[config.mk]
export PLATFORM = sky130hd
export DESIGN_NAME = chfic_top
export DESIGN_NICKNAME = d
export VERILOG_FILES = /design/src/shared/chfic_pkg.sv /design/src/rtl/chfic_rate_gen.sv /design/src/rtl/chfic_top.sv
export SDC_FILE = /design/constraint.sdc
export NUM_CORES = 1
export LEC_CHECK = 0
export CAP_MARGIN = 20
export CORE_MARGIN = 2
export CORE_UTILIZATION = 60
export CTS_BUF_LIST = sky130_fd_sc_hd__clkbuf_8
export CTS_CLUSTER_SIZE = 10
export DETAILED_ROUTE_END_ITERATION = 8
export DONT_BUFFER_PORTS = 1
export PLACE_DENSITY = 0.83
export SETUP_SLACK_MARGIN = 0.05
export SLEW_MARGIN = 30
export SYNTH_ARGS = -nofsm -noshare
export SYNTH_HDL_FRONTEND = slang
export SYNTH_SLANG_ARGS = --single-unit
[constraint.sdc]
create_clock -name i_sys_clk -period 5 [get_ports i_sys_clk]
set_input_delay 0.25 -clock i_sys_clk [delete_from_list [all_inputs] [get_ports i_sys_clk]]
set_output_delay 0.25 -clock i_sys_clk [all_outputs]
set_load 0.005 [all_outputs]
[src/shared/chfic_pkg.sv]
// Constants and types for the charger fault policy and status indicator block
// Behaviour
// - Overvoltage opens switch unless bit 0 set
// - Watchdog fault opens switch unless bit 1
// - Thermistor fault opens switch unless bit 2
// - Thermal shutdown opens switch unless bit 3
// - Timer fault bit 4; power-on reset only
// - Rate field selects 1, 0.5, 256, 8 Hz
// - Drive current code 1 only; others reserved, though any code written is passed to the output
// - Pattern 0: charge steady, fault flash, done off
// - Pattern 1: charge flash, fault steady, done off
// - Override bit hands indicator to software
// - Software enable gates 32-step duty field
package chfic_pkg;

  ////////////////////////////////////////////////////////////////////////////
  // Register map
  localparam logic [7:0] ADDR_DUTY   = 8'h1c;
  localparam logic [7:0] ADDR_POLICY = 8'h1d;
  localparam logic [7:0] ADDR_LEDCFG = 8'h1e;
  localparam logic [7:0] ADDR_KEY    = 8'h1f;

  localparam logic [7:0] RST_DUTY   = 8'h00;
  localparam logic [7:0] RST_POLICY = 8'h00;
  localparam logic [7:0] RST_LEDCFG = 8'h00;
  localparam logic [7:0] RST_KEY    = 8'h00;

  // Policy fields: one keep-closed bit per fault source
  localparam int NUM_FAULTS     = 5;
  localparam int POL_OVP        = 0;
  localparam int POL_WDOG       = 1;
  localparam int POL_THERM      = 2;
  localparam int POL_TSHDN      = 3;
  localparam int POL_TIMER      = 4;

  // Indicator config fields
  localparam int LED_RATE_LSB   = 0;
  localparam int LED_CUR_LSB    = 2;
  localparam int LED_PATTERN    = 4;
  localparam int LED_OVRD       = 5;

  // Duty register fields
  localparam int DUTY_LSB       = 0;
  localparam int DUTY_RAMP      = 6;
  localparam int DUTY_EN        = 7;
  localparam logic [5:0] DUTY_FULL = 6'h20;

  ////////////////////////////////////////////////////////////////////////////
  // Timing
  localparam longint CLK_HZ     = 50_000_000;
  localparam longint PWM_STEPS  = 32;
  localparam longint RATE0_MHZ  = 1000;
  localparam longint RATE1_MHZ  = 500;
  localparam longint RATE2_MHZ  = 256000;
  localparam longint RATE3_MHZ  = 8000;
  // Cycles per duty step; rounded down so the rate never falls short
  localparam longint TICK0 = (CLK_HZ * 1000) / (PWM_STEPS * RATE0_MHZ);
  localparam longint TICK1 = (CLK_HZ * 1000) / (PWM_STEPS * RATE1_MHZ);
  localparam longint TICK2 = (CLK_HZ * 1000) / (PWM_STEPS * RATE2_MHZ);
  localparam longint TICK3 = (CLK_HZ * 1000) / (PWM_STEPS * RATE3_MHZ);

  typedef enum logic [1:0] {
    MODE_OFF,
    MODE_STEADY,
    MODE_FLASH
  } chfic_mode_t;

endpackage

[src/rtl/chfic_rate_gen.sv]
// Duty-step phase generator for the status indicator
`timescale 1ns/1ns
module chfic_rate_gen #(
  parameter int unsigned TICK_R0 = 32'(chfic_pkg::TICK0),
  parameter int unsigned TICK_R1 = 32'(chfic_pkg::TICK1),
  parameter int unsigned TICK_R2 = 32'(chfic_pkg::TICK2),
  parameter int unsigned TICK_R3 = 32'(chfic_pkg::TICK3)
) (
  input  wire logic       i_sys_clk,
  input  wire logic       i_rst,
  input  wire logic [1:0] i_rate_sel,
  output wire logic [4:0] o_phase
);
  import chfic_pkg::*;

  typedef struct packed {
    logic [31:0] cnt;
    logic [4:0]  phase;
  } chfic_rg_st_t;

  chfic_rg_st_t st_ff;
  chfic_rg_st_t nxt_st;
  logic [31:0]  limit;

  ////////////////////////////////////////////////////////////////////////////
  always_comb begin
    case (i_rate_sel)
      2'h0:    limit = TICK_R0;
      2'h1:    limit = TICK_R1;
      2'h2:    limit = TICK_R2;
      2'h3:    limit = TICK_R3;
      default: limit = TICK_R0;
    endcase
    nxt_st = st_ff;
    // Compare with >= so a switch to a faster rate never overshoots
    if (st_ff.cnt + 32'h1 >= limit) begin
      nxt_st.cnt   = 32'h0;
      nxt_st.phase = st_ff.phase + 5'h1;
    end else begin
      nxt_st.cnt = st_ff.cnt + 32'h1;
    end
    if (i_rst) begin
      nxt_st = '0;
    end
  end

  always_ff @(posedge i_sys_clk) begin
    st_ff <= nxt_st;
  end

  assign o_phase = st_ff.phase;
endmodule

[src/rtl/chfic_top.sv]
// Charger fault switch policy and status indicator configuration registers
`timescale 1ns/1ns
module chfic_top #(
  parameter int unsigned TICK_R0 = 32'(chfic_pkg::TICK0),
  parameter int unsigned TICK_R1 = 32'(chfic_pkg::TICK1),
  parameter int unsigned TICK_R2 = 32'(chfic_pkg::TICK2),
  parameter int unsigned TICK_R3 = 32'(chfic_pkg::TICK3)
) (
  input  wire logic       i_sys_clk,
  input  wire logic       i_rst,
  input  wire logic       i_por,
  input  wire logic [7:0] i_reg_addr,
  input  wire logic       i_reg_wr,
  input  wire logic [7:0] i_reg_wdata,
  input  wire logic       i_reg_rd,
  output wire logic [7:0] o_reg_rdata,
  input  wire logic       i_ovp_fault,
  input  wire logic       i_wdog_fault,
  input  wire logic       i_therm_fault,
  input  wire logic       i_tshdn_fault,
  input  wire logic       i_timer_fault,
  output wire logic       o_battery_isolation_switch_open,
  input  wire logic       i_charging,
  input  wire logic       i_chg_fault,
  input  wire logic       i_chg_done,
  output wire logic       o_indicator,
  output wire logic [1:0] o_indicator_drive_current
);
  import chfic_pkg::*;

  typedef struct packed {
    logic [7:0]  duty_cfg;
    logic [7:0]  policy;
    logic [7:0]  ind_cfg;
    logic [7:0]  key;
    logic [7:0]  rdata;
    logic        sw_open;
    logic        ind;
    logic [1:0]  cur;
    chfic_mode_t mode;
  } chfic_st_t;

  chfic_st_t              st_ff;
  chfic_st_t              nxt_st;
  logic [NUM_FAULTS-1:0]  fault_vec;
  logic [NUM_FAULTS-1:0]  open_vec;
  logic [4:0]             phase;
  logic                   any_rst;
  logic [5:0]             duty;
  logic                   pattern_sel;
  logic                   ovrd;

  ////////////////////////////////////////////////////////////////////////////
  // Fault to switch decision
  assign fault_vec = {i_timer_fault, i_tshdn_fault, i_therm_fault, i_wdog_fault, i_ovp_fault};

  genvar gi;
  generate
    for (gi = 0; gi < NUM_FAULTS; gi++) begin : g_fault
      // A set keep bit masks its fault from the switch
      assign open_vec[gi] = fault_vec[gi] & ~st_ff.policy[gi];
    end
  endgenerate

  ////////////////////////////////////////////////////////////////////////////
  // Indicator timing
  assign any_rst = i_rst | i_por;

  chfic_rate_gen #(
    .TICK_R0 (TICK_R0),
    .TICK_R1 (TICK_R1),
    .TICK_R2 (TICK_R2),
    .TICK_R3 (TICK_R3)
  ) u_rate (
    .i_sys_clk  (i_sys_clk),
    .i_rst      (any_rst),
    .i_rate_sel (st_ff.ind_cfg[LED_RATE_LSB +: 2]),
    .o_phase    (phase)
  );

  assign duty        = st_ff.duty_cfg[DUTY_LSB +: 6];
  assign pattern_sel = st_ff.ind_cfg[LED_PATTERN];
  assign ovrd        = st_ff.ind_cfg[LED_OVRD];

  ////////////////////////////////////////////////////////////////////////////
  always_comb begin
    nxt_st = st_ff;

    // Register writes; reserved bits are stored but steer nothing
    if (i_reg_wr) begin
      case (i_reg_addr)
        ADDR_DUTY:   nxt_st.duty_cfg = i_reg_wdata;
        ADDR_POLICY: nxt_st.policy   = i_reg_wdata;
        ADDR_LEDCFG: nxt_st.ind_cfg  = i_reg_wdata;
        ADDR_KEY:    nxt_st.key      = i_reg_wdata;
        default:     nxt_st.key      = st_ff.key;
      endcase
    end

    // Read data registered; unmapped addresses read as zero
    if (i_reg_rd) begin
      case (i_reg_addr)
        ADDR_DUTY:   nxt_st.rdata = st_ff.duty_cfg;
        ADDR_POLICY: nxt_st.rdata = st_ff.policy;
        ADDR_LEDCFG: nxt_st.rdata = st_ff.ind_cfg;
        ADDR_KEY:    nxt_st.rdata = st_ff.key;
        default:     nxt_st.rdata = 8'h00;
      endcase
    end

    nxt_st.sw_open = |open_vec;

    // Reserved current codes are passed through; software keeps to code 1
    nxt_st.cur = st_ff.ind_cfg[LED_CUR_LSB +: 2];

    // Fault outranks done, done outranks charging
    if (i_chg_fault) begin
      nxt_st.mode = pattern_sel ? MODE_STEADY : MODE_FLASH;
    end else if (i_chg_done) begin
      nxt_st.mode = MODE_OFF;
    end else if (i_charging) begin
      nxt_st.mode = pattern_sel ? MODE_FLASH : MODE_STEADY;
    end else begin
      nxt_st.mode = MODE_OFF;
    end

    if (ovrd) begin
      nxt_st.ind = st_ff.duty_cfg[DUTY_EN] &&
                   ((duty >= DUTY_FULL) || ({1'b0, phase} < duty));
    end else begin
      case (nxt_st.mode)
        MODE_STEADY: nxt_st.ind = 1'b1;
        MODE_FLASH:  nxt_st.ind = phase[4];
        MODE_OFF:    nxt_st.ind = 1'b0;
        default:     nxt_st.ind = 1'b0;
      endcase
    end

    // Core reset spares the timer-fault bit; only power-on clears it
    if (i_por) begin
      nxt_st          = '0;
      nxt_st.duty_cfg = RST_DUTY;
      nxt_st.policy   = RST_POLICY;
      nxt_st.ind_cfg  = RST_LEDCFG;
      nxt_st.key      = RST_KEY;
    end else if (i_rst) begin
      nxt_st                = '0;
      nxt_st.duty_cfg       = RST_DUTY;
      nxt_st.policy         = RST_POLICY;
      nxt_st.policy[POL_TIMER] = st_ff.policy[POL_TIMER];
      nxt_st.ind_cfg        = RST_LEDCFG;
      nxt_st.key            = RST_KEY;
    end
  end

  always_ff @(posedge i_sys_clk) begin
    st_ff <= nxt_st;
  end

  assign o_reg_rdata                     = st_ff.rdata;
  assign o_battery_isolation_switch_open = st_ff.sw_open;
  assign o_indicator                     = st_ff.ind;
  assign o_indicator_drive_current       = st_ff.cur;
endmodule

# Yosys cells after proc, flatten, opt, wreduce, memory -nomap -nowiden
# Cells that the tools add are included.
[word_totals] regBits=81 input_bits=29 output_inout_bits=12 word_cells=57
[op_classes] n_addsub=2 n_lt_le_gt_ge=3 n_eq_ne=9 mux=9 bitwise=12 n_reduce_logical=11
[ops] op="case mux 32 bit (4 select lines)" count=1
[ops] op="adder 32 x 1 -> 32 bit (second input constant)" count=1
[ops] op="== test 8 x 5 -> 1 bit (second input constant)" count=4
[ops] op=">= comparator 32 bit" count=1
[ops] op="case mux 8 bit (4 select lines)" count=1
[ops] op="two-way mux 2 bit" count=5
[ops] op="AND reduction 2 bit" count=4
[ops] op="== test 2 bit (second input constant)" count=3
[ops] op=">= comparator 6 bit (second input constant)" count=1
[ops] op="less-than comparator 5 x 6 -> 1 bit" count=1
[ops] op="NOT 1 bit" count=6
[ops] op="adder 5 x 1 -> 5 bit (second input constant)" count=1
[ops] op="AND 1 bit" count=5
[ops] op="OR reduction 5 bit" count=1
[ops] op="== test 2 x 1 -> 1 bit (second input constant)" count=2
[ops] op="OR reduction 2 bit" count=2
[ops] op="AND reduction 3 bit" count=1
[ops] op="logical NOT 2 bit" count=1
[ops] op="case mux 1 bit (2 select lines)" count=1
[ops] op="logical AND 1 bit" count=1
[ops] op="logical OR 1 bit" count=1
[ops] op="two-way mux 1 bit" count=1
[ops] op="OR 1 bit" count=1

# Longest topological paths before layout
# Gate-level depths: netlist of run 1.
[logic_depth] depth_word=7 ltp_mapped=17 depth_no_buf=14

# Cells and area by module
# A second synthesis of run 1 with hierarchy kept.
[unflattened] hier_cells=475 hier_area_um2=4483.0
[by_module_without_submodules] module="chfic_rate_gen" instances=1 cells_each=254 area_per_inst_um2=2334.7 seq_area_each_um2=740.7
[by_module_without_submodules] module="chfic_top" instances=1 cells_each=221 area_per_inst_um2=2148.3 seq_area_each_um2=880.8

# Worst setup path before layout of run 1
# OpenSTA, ideal clock, no wires.
[synth_path] path_type="reg2reg" start="register u_rate.st_ff[15] (netlist bit)" end="register u_rate.st_ff[19] (netlist bit)" setup_ps=65 arrival_time_ps=3557 required_time_ps=4935 slack_ps=1378 stages_incl_launch_ff=18 n_path_buf=3 synth_period_minus_slack_ps=3622 cell_sequence="dfxtp_1 > and4_1 > nand4_1 > clkbuf_1 > or2_2 > nor2_1 > and3_1 > xor2_1 > ha_1 > a21oi_1 > nand2_1 > or4_1 > a211oi_2 > and4_1 > buf_4 > nand3_4 > buf_6 > nor2b_1"
[synth_via] elab_chain_cells=3
[synth_lines] element="from (decl)" line_no="chfic_rate_gen.sv:21" rtl="chfic_rg_st_t st_ff;"
[synth_lines] element="from (signal assigned)" line_no="chfic_rate_gen.sv:48" rtl="st_ff <= nxt_st;"
[synth_lines] element="adder 32 x 1 -> 32 bit *" line_no="chfic_rate_gen.sv:36, chfic_rate_gen.sv:40"
[synth_lines] element=">= comparator 32 bit" line_no="chfic_rate_gen.sv:36" rtl="if (st_ff.cnt + 32'h1 >= limit) begin"
[synth_lines] element="OR reduction 2 bit (no source line)"
# Every way passes the cells marked *; elsewhere a longest branch is shown, timed or not.
# A chain may end at the register's enable or synchronous reset.

# Final worst setup path of run 1
[layout_path] start="register u_rate.st_ff[7] (netlist bit)" end="register u_rate.st_ff[8] (netlist bit)"
# Same word-level chain as after synthesis.

==> results of run 1 <==
==> worst max-delay path, stage by stage, from the launching register on <==
cell      delay, ps
dfxtp_1         440
and4_1          320
nand3_1         100
buf_4           170
or2_2           320
nor2_1          170
and3_1          200
xor2_1          210
ha_1            270
a21oi_1         200
nand2_1          70
or4_1           410
a211oi_2        240
and4_1          400
nand3_4         330
and2b_1         330
==> report_power, final <==
| part | switching (mW) | total (mW) | internal, mW |
|---|---|---|---|
| combinational | 0.0169 | 0.0312 | 0.0143 |
| clock | 0.259 | 0.511 | 0.251 |
| sequential | 0.00605 | 0.656 | 0.650 |
| total | 0.282 | 1.20 | 0.916 |
==> layout make-up <==
class                           instances  area, um^2
Clock inverter                          6        75.1
Tap cell                               99         124
Fill cell                             560        2500
Inverter                               18        67.6
Clock buffer                           10         138
Multi-Input combinational cell        358        2570
Sequential cell                        81        1620
Timing Repair Buffer                    5        40.0
==> state kept, by name, summed over array words and instances (netlist names) <==
name and count:
u_rate.st_ff 32, u_rate.o_phase 5, o_reg_rdata 8, duty 6
o_indicator 1, pattern_sel 1, st_ff 24, o_battery_isolation_switch_open 1
o_indicator_drive_current 2, ovrd 1
==> cell usage after synthesis (2+ instances only) <==
library cell,n
o21a_1,4
dfxtp_1,81
nor2b_2,13
a21o_1,4
and3_1,4
mux2i_1,31
nor2b_1,13
clkbuf_1,9
xor2_1,7
nor4_1,4
buf_1,3
and2_1,6
o21ai_0,6
or3_1,2
buf_4,11
o31ai_1,2
mux4_2,8
nand2_1,25
a211oi_1,2
and2b_1,2
or4_1,4
xnor2_1,16
and4_1,7
nand3_1,16
nor3_1,11
nor3b_1,3
buf_6,2
or2_2,4
inv_1,18
ha_1,33
nand4_1,15
o211ai_1,2
nor2_1,62
nand2b_1,6
a21oi_1,22
==> worst max-delay path by stage <==
stage	start	end	slack (ps)	depth (start not counted)
floorplan	u_rate.st_ff[15]	u_rate.st_ff[19]	1380	17
global placement	u_rate.st_ff[7]	u_rate.st_ff[7]	1030	15
detailed placement	u_rate.st_ff[7]	u_rate.st_ff[8]	830	15
CTS	u_rate.st_ff[7]	u_rate.st_ff[8]	760	15
global route	u_rate.st_ff[7]	u_rate.st_ff[8]	430	15
finish	u_rate.st_ff[7]	u_rate.st_ff[8]	750	15
==> timing repair <==
action	CTS	global route
setup endpoints to repair	0	0
hold buffers	1	0
hold endpoints to repair	1	0
==> cells by family (layout without fill, tap and decap cells) <==
logic type                 Yosys count  count (layout)  share of synthesized area
AOI/OAI and AO/OA                   51              51                     0.0747
xor gates and xnor gates            23              23                     0.0461
muxes                               40              40                      0.115
buffers and inverters               43              39                     0.0498
other                                1              10                   0.000857
DFF                                 81              81                      0.371
adders and majority gates           33              33                     0.0944
and+or+nand+nor                    201             201                      0.249
==> per-layer routing <==
metal / global-route usage / up-vias / part of all wire / wire length [um]
li1: - / 1648 / - / -
met5: 0 / - / 0 / 0
met3: 0.0471 / 11 / 0.052 / 472
met2: 0.373 / 104 / 0.50 / 4530
met1: 0.315 / 1607 / 0.44 / 3990
met4: 0.114 / 0 / 0.015 / 140
==> impl_metrics.json, run 1 <==
{
  "grt_max_degree": 48,
  "num_vias": 3370,
  "core_area_um2": 7140,
  "r2r_start": "u_rate.st_ff[7]",
  "ctsLongestPathBuffers": 2,
  "num_rows": 31,
  "cts_num_sinks": 81,
  "overflow": 0,
  "ys.flop_type": "dfxtp_1",
  "finalPower_mw": 1.20,
  "fmax_mhz": 235,
  "die-area_um2": 7990,
  "vias_per_cell": 5.84,
  "maxCapViolations": 0,
  "htreeDepth": 3,
  "syn-instance-count": 473,
  "start_kind": "flip-flop",
  "path_clk_slew_ps": 90,
  "drcViolationCount": 0,
  "grt_pass1_vias": 3197,
  "dp_slack_ps": 826,
  "hold_violations": 0,
  "nNetsFinal": 535,
  "arrival_ps": 4550,
  "syn_to_final_growth_pct": 5.95,
  "cts_tree": "yes",
  "crit_fanout": 22,
  "diodes": 0,
  "period_share": 0.851,
  "r2r_cells": 15,
  "postCtsSetupRepairBufs": 0,
  "ant_nets": 0,
  "path_class": "flip-flop to flip-flop",
  "drv_slew": 0,
  "synth-warning-count": 0,
  "relSlewSlack": 0.423,
  "hpwl_um": 6680,
  "fin_ws_ps": 746,
  "ys_seq_area_frac": 0.371,
  "regToRegSetupSlack_ps": 750,
  "p_leak_nw": 1.77,
  "final_common_cell": "dfxtp_1",
  "avgSynthCellArea_um2": 9.25,
  "antenna_found_initial": 0,
  "whs_endpoint": "st_ff[20]",
  "wl_per_cell_um": 15.8,
  "grt_first_pass_wirelength_um": 14600,
  "grt.total_usage": 0.238,
  "netlist_area_um2": 4370,
  "port_buffers": 0,
  "end_kind": "flip-flop",
  "io_pins": 41,
  "tns_ps": 0,
  "vdd_drop_max_v": 0.000200,
  "p_per_area_nw_per_um2": 259,
  "die_w_um": 89.4,
  "ys_types": 50,
  "routed_wl_um": 9130,
  "min_period_ps": 4250,
  "first_iter_violations": 181,
  "outcome": "completed",
  "final_cell_mix": "dfxtp_1 (81), nor2_1 (62), ha_1 (33)",
  "hold_slack_ps": 36.4,
  "cts_resized": 0,
  "final_core_util": 0.649,
  "synth.area.top_cells": "dfxtp_1 (37%), ha_1 (9.4%), mux2i_1 (7.1%)",
  "r2r-end": "u_rate.st_ff[8]",
  "synth_top_area_cell": "dfxtp_1",
  "synthArstFlopShare": 0,
  "hp-start": "i_reg_wdata[6]",
  "synth-edff-count": 0,
  "hold_depth": 2,
  "die_h_um": 89.4,
  "critical_path_required_ps": 5300,
  "fin_area_um2": 4630,
  "drive_above_1_share": 0.103,
  "worstSkewPairLatency_ps": 360,
  "stdcell_count": 577,
  "cts_buffers": 9,
  "cts_root_buf": "clkbuf_8",
  "worst_slew_pin_slew_ps": 866,
  "hp-class": "input pin to flip-flop",
  "synth_seq_cells": 81,
  "start_util": 0.613,
  "rsz0062_at_grt": "false",
  "yosys.area.top_type_share": 0.371,
  "dpl.cell_count": 560,
  "dpl-instance-area_um2": 4410,
  "fin_skew_ps": 11.2,
  "dr.pass1.iters": 4,
  "setup_viol": 0,
  "routabilityCongestion": 0.923
}
(Power assumes the default switching activity.)
==> inputs of run 2 (changes only) <==
--- a/config.mk
+++ b/config.mk
@@ -12,6 +12,7 @@
 export CTS_CLUSTER_SIZE = 10
 export DETAILED_ROUTE_END_ITERATION = 8
 export DONT_BUFFER_PORTS = 1
+export GPL_TIMING_DRIVEN = 0
 export PLACE_DENSITY = 0.83
 export SETUP_SLACK_MARGIN = 0.05
 export SLEW_MARGIN = 30
==> constraint.sdc (replaced) <==
create_clock -name i_sys_clk -period 4.8 [get_ports i_sys_clk]
set_input_delay 0.24 -clock i_sys_clk [delete_from_list [all_inputs] [get_ports i_sys_clk]]
set_output_delay 0.24 -clock i_sys_clk [all_outputs]
set_load 0.005 [all_outputs]
==> run 2 against run 1 <==
  * Register-to-register slack lost 180 ps
  * Sequential power grew 4.1%
  * Cell count grew 3.8%
  * Utilization grew 2.1 points
  * Critical path type unchanged
==> impl_metrics.json, run 2 (synthesis results as in run 1) <==
{
  "outcome": "completed",
  "num_vias": 3521,
  "routed_wl_um": 9560,
  "drv_slew": 0,
  "swShare": 0.234,
  "start_kind": "flip-flop",
  "critical_path_required_ps": 5100,
  "cts_tree": "yes",
  "setup_viol": 0,
  "dpl-instance-area_um2": 4540,
  "wl_per_cell_um": 16.0,
  "crit_fanout": 10,
  "grt_max_degree": 17,
  "overflow": 0,
  "core_area_um2": 7140,
  "period_share": 0.883,
  "final_cell_mix": "dfxtp_1 (81), nor2_1 (62), ha_1 (33)",
  "hp-class": "input pin to flip-flop",
  "nFillCells": 572,
  "min_period_ps": 4240,
  "end_kind": "flip-flop",
  "final_common_cell": "dfxtp_1",
  "first_iter_violations": 193,
  "fin_area_um2": 4780,
  "fmax_mhz": 236,
  "die_w_um": 89.4,
  "antenna_found_initial": 0,
  "cts_num_sinks": 81,
  "ctsLongestPathBuffers": 2,
  "cts_resized": 0,
  "vias_per_cell": 5.88,
  "nNetsFinal": 557,
  "regMostFlops": "u_rate.st_ff",
  "routabilityCongestion": 0.864,
  "power_frac_comb": 0.030,
  "hpwl_um": 6900,
  "maxCapViolations": 0,
  "final_core_util": 0.670,
  "rsz0062_at_grt": "false",
  "cts_buffers": 9,
  "grt_first_pass_wirelength_um": 15000,
  "path_class": "flip-flop to flip-flop",
  "path_clk_slew_ps": 100,
  "die-area_um2": 7990,
  "vdd_drop_max_v": 0.000207,
  "postCtsSetupRepairBufs": 0,
  "hold_violations": 0,
  "pwr-share-clk": 0.444,
  "arrival_ps": 4530,
  "drive_above_1_share": 0.120,
  "dr.pass1.iters": 5,
  "syn_to_final_growth_pct": 9.38,
  "tns_ps": 0,
  "grt.total_usage": 0.246,
  "htreeDepth": 3,
  "die_h_um": 89.4,
  "seq_power_share": 0.525,
  "fin_skew_ps": 14.7,
  "grt_pass1_vias": 3234,
  "relSlewSlack": 0.493,
  "ant_nets": 0,
  "p_int_mw": 0.996,
  "drcViolationCount": 0,
  "port_buffers": 0,
  "largest_register_ffs": 32,
  "diodes": 0,
  "worstSkewPairLatency_ps": 360,
  "num_rows": 31,
  "netSwitchingPower_mw": 0.305,
  "start_util": 0.613,
  "p_per_area_nw_per_um2": 272,
  "p_leak_nw": 1.85,
  "io_pins": 41,
  "worst_slew_pin_slew_ps": 761,
  "cts_root_buf": "clkbuf_8"
}
run 2: worst max-delay path, stage by stage (launching register included):
cell	delay, ps
dfxtp_1	410
and4_1	270
nand4_1	260
clkbuf_1	290
or2_2	350
nor2_1	180
and3_1	190
xor2_1	180
ha_1	270
a21oi_1	240
nand2_1	80
or4_1	420
a211oi_2	260
and4_1	210
buf_4	140
nand3_4	110
buf_6	210
nor2b_1	100
run 2: worst paths after layout:
path | from | end | depth (start not counted) | slack (ps)
worst max-delay path | u_rate.st_ff[15] | u_rate.st_ff[17] | 17 | 560
worst min-delay path | i_reg_wdata[4] | pattern_sel | 2 | 10
worst max register to register | u_rate.st_ff[15] | u_rate.st_ff[17] | 17 | 560
worst min register to register | u_rate.st_ff[5] | u_rate.st_ff[5] | 1 | 500
run 2: per-layer routing:
layer | global-route usage | vias to the layer above | wire (um) | part of all wire
met5 | 0 | - | 0 | 0
met4 | 0.106 | 0 | 229 | 0.024
met3 | 0.0489 | 27 | 416 | 0.044
met2 | 0.391 | 101 | 4710 | 0.49
met1 | 0.326 | 1700 | 4210 | 0.44
li1 | - | 1693 | - | -
run 2: what timing repair did:
item                                    in CTS  in global routing
hold buffers                                 1                  0
endpoints found under the setup margin       0                  0
hold endpoints to repair                     1                  0
run 2: power by group through the flow:
stage / Combinational, mW / Clock (mW) / Sequential [mW]
3_5_place_dp: 0.0377 / 0 / 0.699
4_1_cts: 0.0387 / 0.583 / 0.684
5_1_grt: 0.0433 / 0.611 / 0.685
3_3_place_gp: 0.0362 / 0 / 0.699
2_1_floorplan: 0.0297 / 0 / 0.698
6_report: 0.0393 / 0.578 / 0.683
run 2: layout make-up:
class | count | area (um^2) | area share
inverters | 18 | 67.6 | 0.0141
flip-flops and latches | 81 | 1620 | 0.339
clock buffers | 9 | 124 | 0.0259
clock inverters | 7 | 106 | 0.0222
well taps | 99 | 124 | 0.0259
repair buffers | 2 | 17.5 | 0.00366
plain buffers | 25 | 150 | 0.0314
multi-input cells | 358 | 2570 | 0.538
run 2: through the flow:
stage          power, mW  cells  hold slack (ps)  setup slack, ps
2_1_floorplan      0.728    482              312             1180
3_3_place_gp       0.735    581              314              678
3_5_place_dp       0.737    582              322              604
4_1_cts             1.31    599             11.5              569
5_1_grt             1.34    599             8.92              281
6_report            1.30    599             13.5              563
==> inputs of run 3 (changes only) <==
--- a/config.mk
+++ b/config.mk
@@ -13,7 +13,7 @@
 export DETAILED_ROUTE_END_ITERATION = 8
 export DONT_BUFFER_PORTS = 1
 export GPL_TIMING_DRIVEN = 0
-export PLACE_DENSITY = 0.83
+export PLACE_DENSITY = 0.76
 export SETUP_SLACK_MARGIN = 0.05
 export SLEW_MARGIN = 30
 export SYNTH_ARGS = -nofsm -noshare
==> constraint.sdc (replaced) <==
create_clock -name i_sys_clk -period 4.6 [get_ports i_sys_clk]
set_input_delay 0.23 -clock i_sys_clk [delete_from_list [all_inputs] [get_ports i_sys_clk]]
set_output_delay 0.23 -clock i_sys_clk [all_outputs]
set_load 0.005 [all_outputs]
==> run 3 against run 2 <==
  * Sequential share of layout area is 0.25 points higher
  * Via count shrank 3.3%
  * Fmax rose by 0.30%
  * Hold slack worse by 5.0 ps
  * Utilization down 0.49 points
  * Critical path type unchanged
  * Design area is 0.73% lower
==> impl_metrics.json, run 3 (synthesis results as in run 1) <==
{
  "outcome": "completed",
  "routabilityCongestion": 0.832,
  "wl_per_cell_um": 15.3,
  "hp-class": "input pin to flip-flop",
  "maxCapViolations": 0,
  "overflow": 0,
  "antenna_found_initial": 0,
  "dr.pass1.iters": 5,
  "die_h_um": 89.4,
  "vdd_drop_max_v": 0.000189,
  "crit_fanout": 10,
  "start_util": 0.613,
  "largest_register_ffs": 32,
  "start_kind": "flip-flop",
  "stdcell_count": 600,
  "cts_num_sinks": 81,
  "arrival_ps": 4520,
  "min_period_ps": 4220,
  "die_w_um": 89.4,
  "grt.total_usage": 0.242,
  "first_iter_violations": 170,
  "ctsLongestPathBuffers": 2,
  "final_core_util": 0.665,
  "tns_ps": 0,
  "ant_nets": 0,
  "syn_to_final_growth_pct": 8.58,
  "cts_tree": "yes",
  "port_buffers": 0,
  "drcViolationCount": 0,
  "final_common_cell": "dfxtp_1",
  "p_leak_nw": 1.83,
  "nNetsFinal": 558,
  "worst_slew_pin_slew_ps": 752,
  "dpl.cell_count": 582,
  "fmax_mhz": 237,
  "htreeDepth": 3,
  "path_class": "flip-flop to flip-flop",
  "vias_per_cell": 5.68,
  "p_per_area_nw_per_um2": 264,
  "drv_slew": 0,
  "cts_buffers": 9,
  "num_vias": 3405,
  "routed_wl_um": 9200,
  "regMostFlops": "u_rate.st_ff",
  "num_rows": 31,
  "rsz0062_at_grt": "false",
  "setup_viol": 0,
  "fin_skew_ps": 13.1,
  "hpwl_um": 6880,
  "grt_pass1_vias": 3180,
  "core_area_um2": 7140,
  "hold_violations": 0,
  "diodes": 0,
  "grt_first_pass_wirelength_um": 14900,
  "finalPower_mw": 1.25,
  "grt_max_degree": 16,
  "die-area_um2": 7990,
  "relSlewSlack": 0.498,
  "io_pins": 41,
  "end_kind": "flip-flop",
  "critical_path_required_ps": 4900,
  "cts_root_buf": "clkbuf_8",
  "final_cell_mix": "dfxtp_1 (81), nor2_1 (62), ha_1 (33)",
  "path_clk_slew_ps": 90,
  "period_share": 0.918,
  "drive_above_1_share": 0.124,
  "worstSkewPairLatency_ps": 360
}
[run 3: changes by cell type in the layout (fill, tap and decap cells not counted), sizes merged]
cell	change
buf	+1
bufinv	-2
clkbuf	+1
clkinvlp	+2
inv	-1
[run 3: path summary, 6_finish.rpt]
check | from | end | slack, ps | cells past startpoint
worst max-delay path | u_rate.st_ff[7] | u_rate.st_ff[22] | 380 | 16
worst min-delay path | i_reg_wdata[1] | st_ff[31] | 8 | 2
worst max register to register | u_rate.st_ff[7] | u_rate.st_ff[22] | 380 | 16
worst min register to register | st_ff[35] | st_ff[35] | 510 | 2
[run 3: critical path: stages, from the launching register on]
cell and delay (ps):
dfxtp_1 450, and4_1 370, nand3_1 330, or2_2 420, nor2_1 180, and3_1 190, xor2_1 180, ha_1 270
a21oi_1 240, nand2_1 70, or4_1 410, a211oi_2 260, and4_1 210, buf_4 150, nand3_4 110, buf_6 210
nor2b_2 110
[run 3: final cells by class]
cell class              instances  area (um^2)
flip-flops and latches         81         1620
well taps                      99          124
multi-input cells             358         2570
repair buffers                  3         25.0
clock buffers                  10          138
clock inverters                 6         48.8
fillers                       594         2390
inverters                      18         67.6
plain buffers                  25          151
[run 3: report_power, final]
part	total [mW]	internal, mW	switching [mW]
sequential	0.713	0.707	0.00654
clock	0.499	0.217	0.282
combinational	0.0399	0.0166	0.0233
[run 3: timing repair]
item | 4_1_cts | 5_1_grt
setup endpoints to repair | 0 | 19
hold endpoints to repair | 1 | 0
resized for setup | 0 | 2
hold buffers | 1 | 0
setup buffers | 0 | 1
[run 3: metrics by stage]
step                      worst slack, ps  cell area [um^2]  hold slack [ps]
after floorplan                       978              4410              302
after global placement                457              4530              305
after detailed placement              401              4540              305
after CTS                             350              4740            0.849
after global routing                 55.7              4750             4.06
final                                 376              4750             8.41
[run 3: per-layer routing]
layer	vias up	wire, um	GRT usage
met2	76	4350	0.372
li1	1695	-	-
met3	15	385	0.0314
met1	1619	4310	0.347
met5	-	0	0
met4	0	151	0.0977
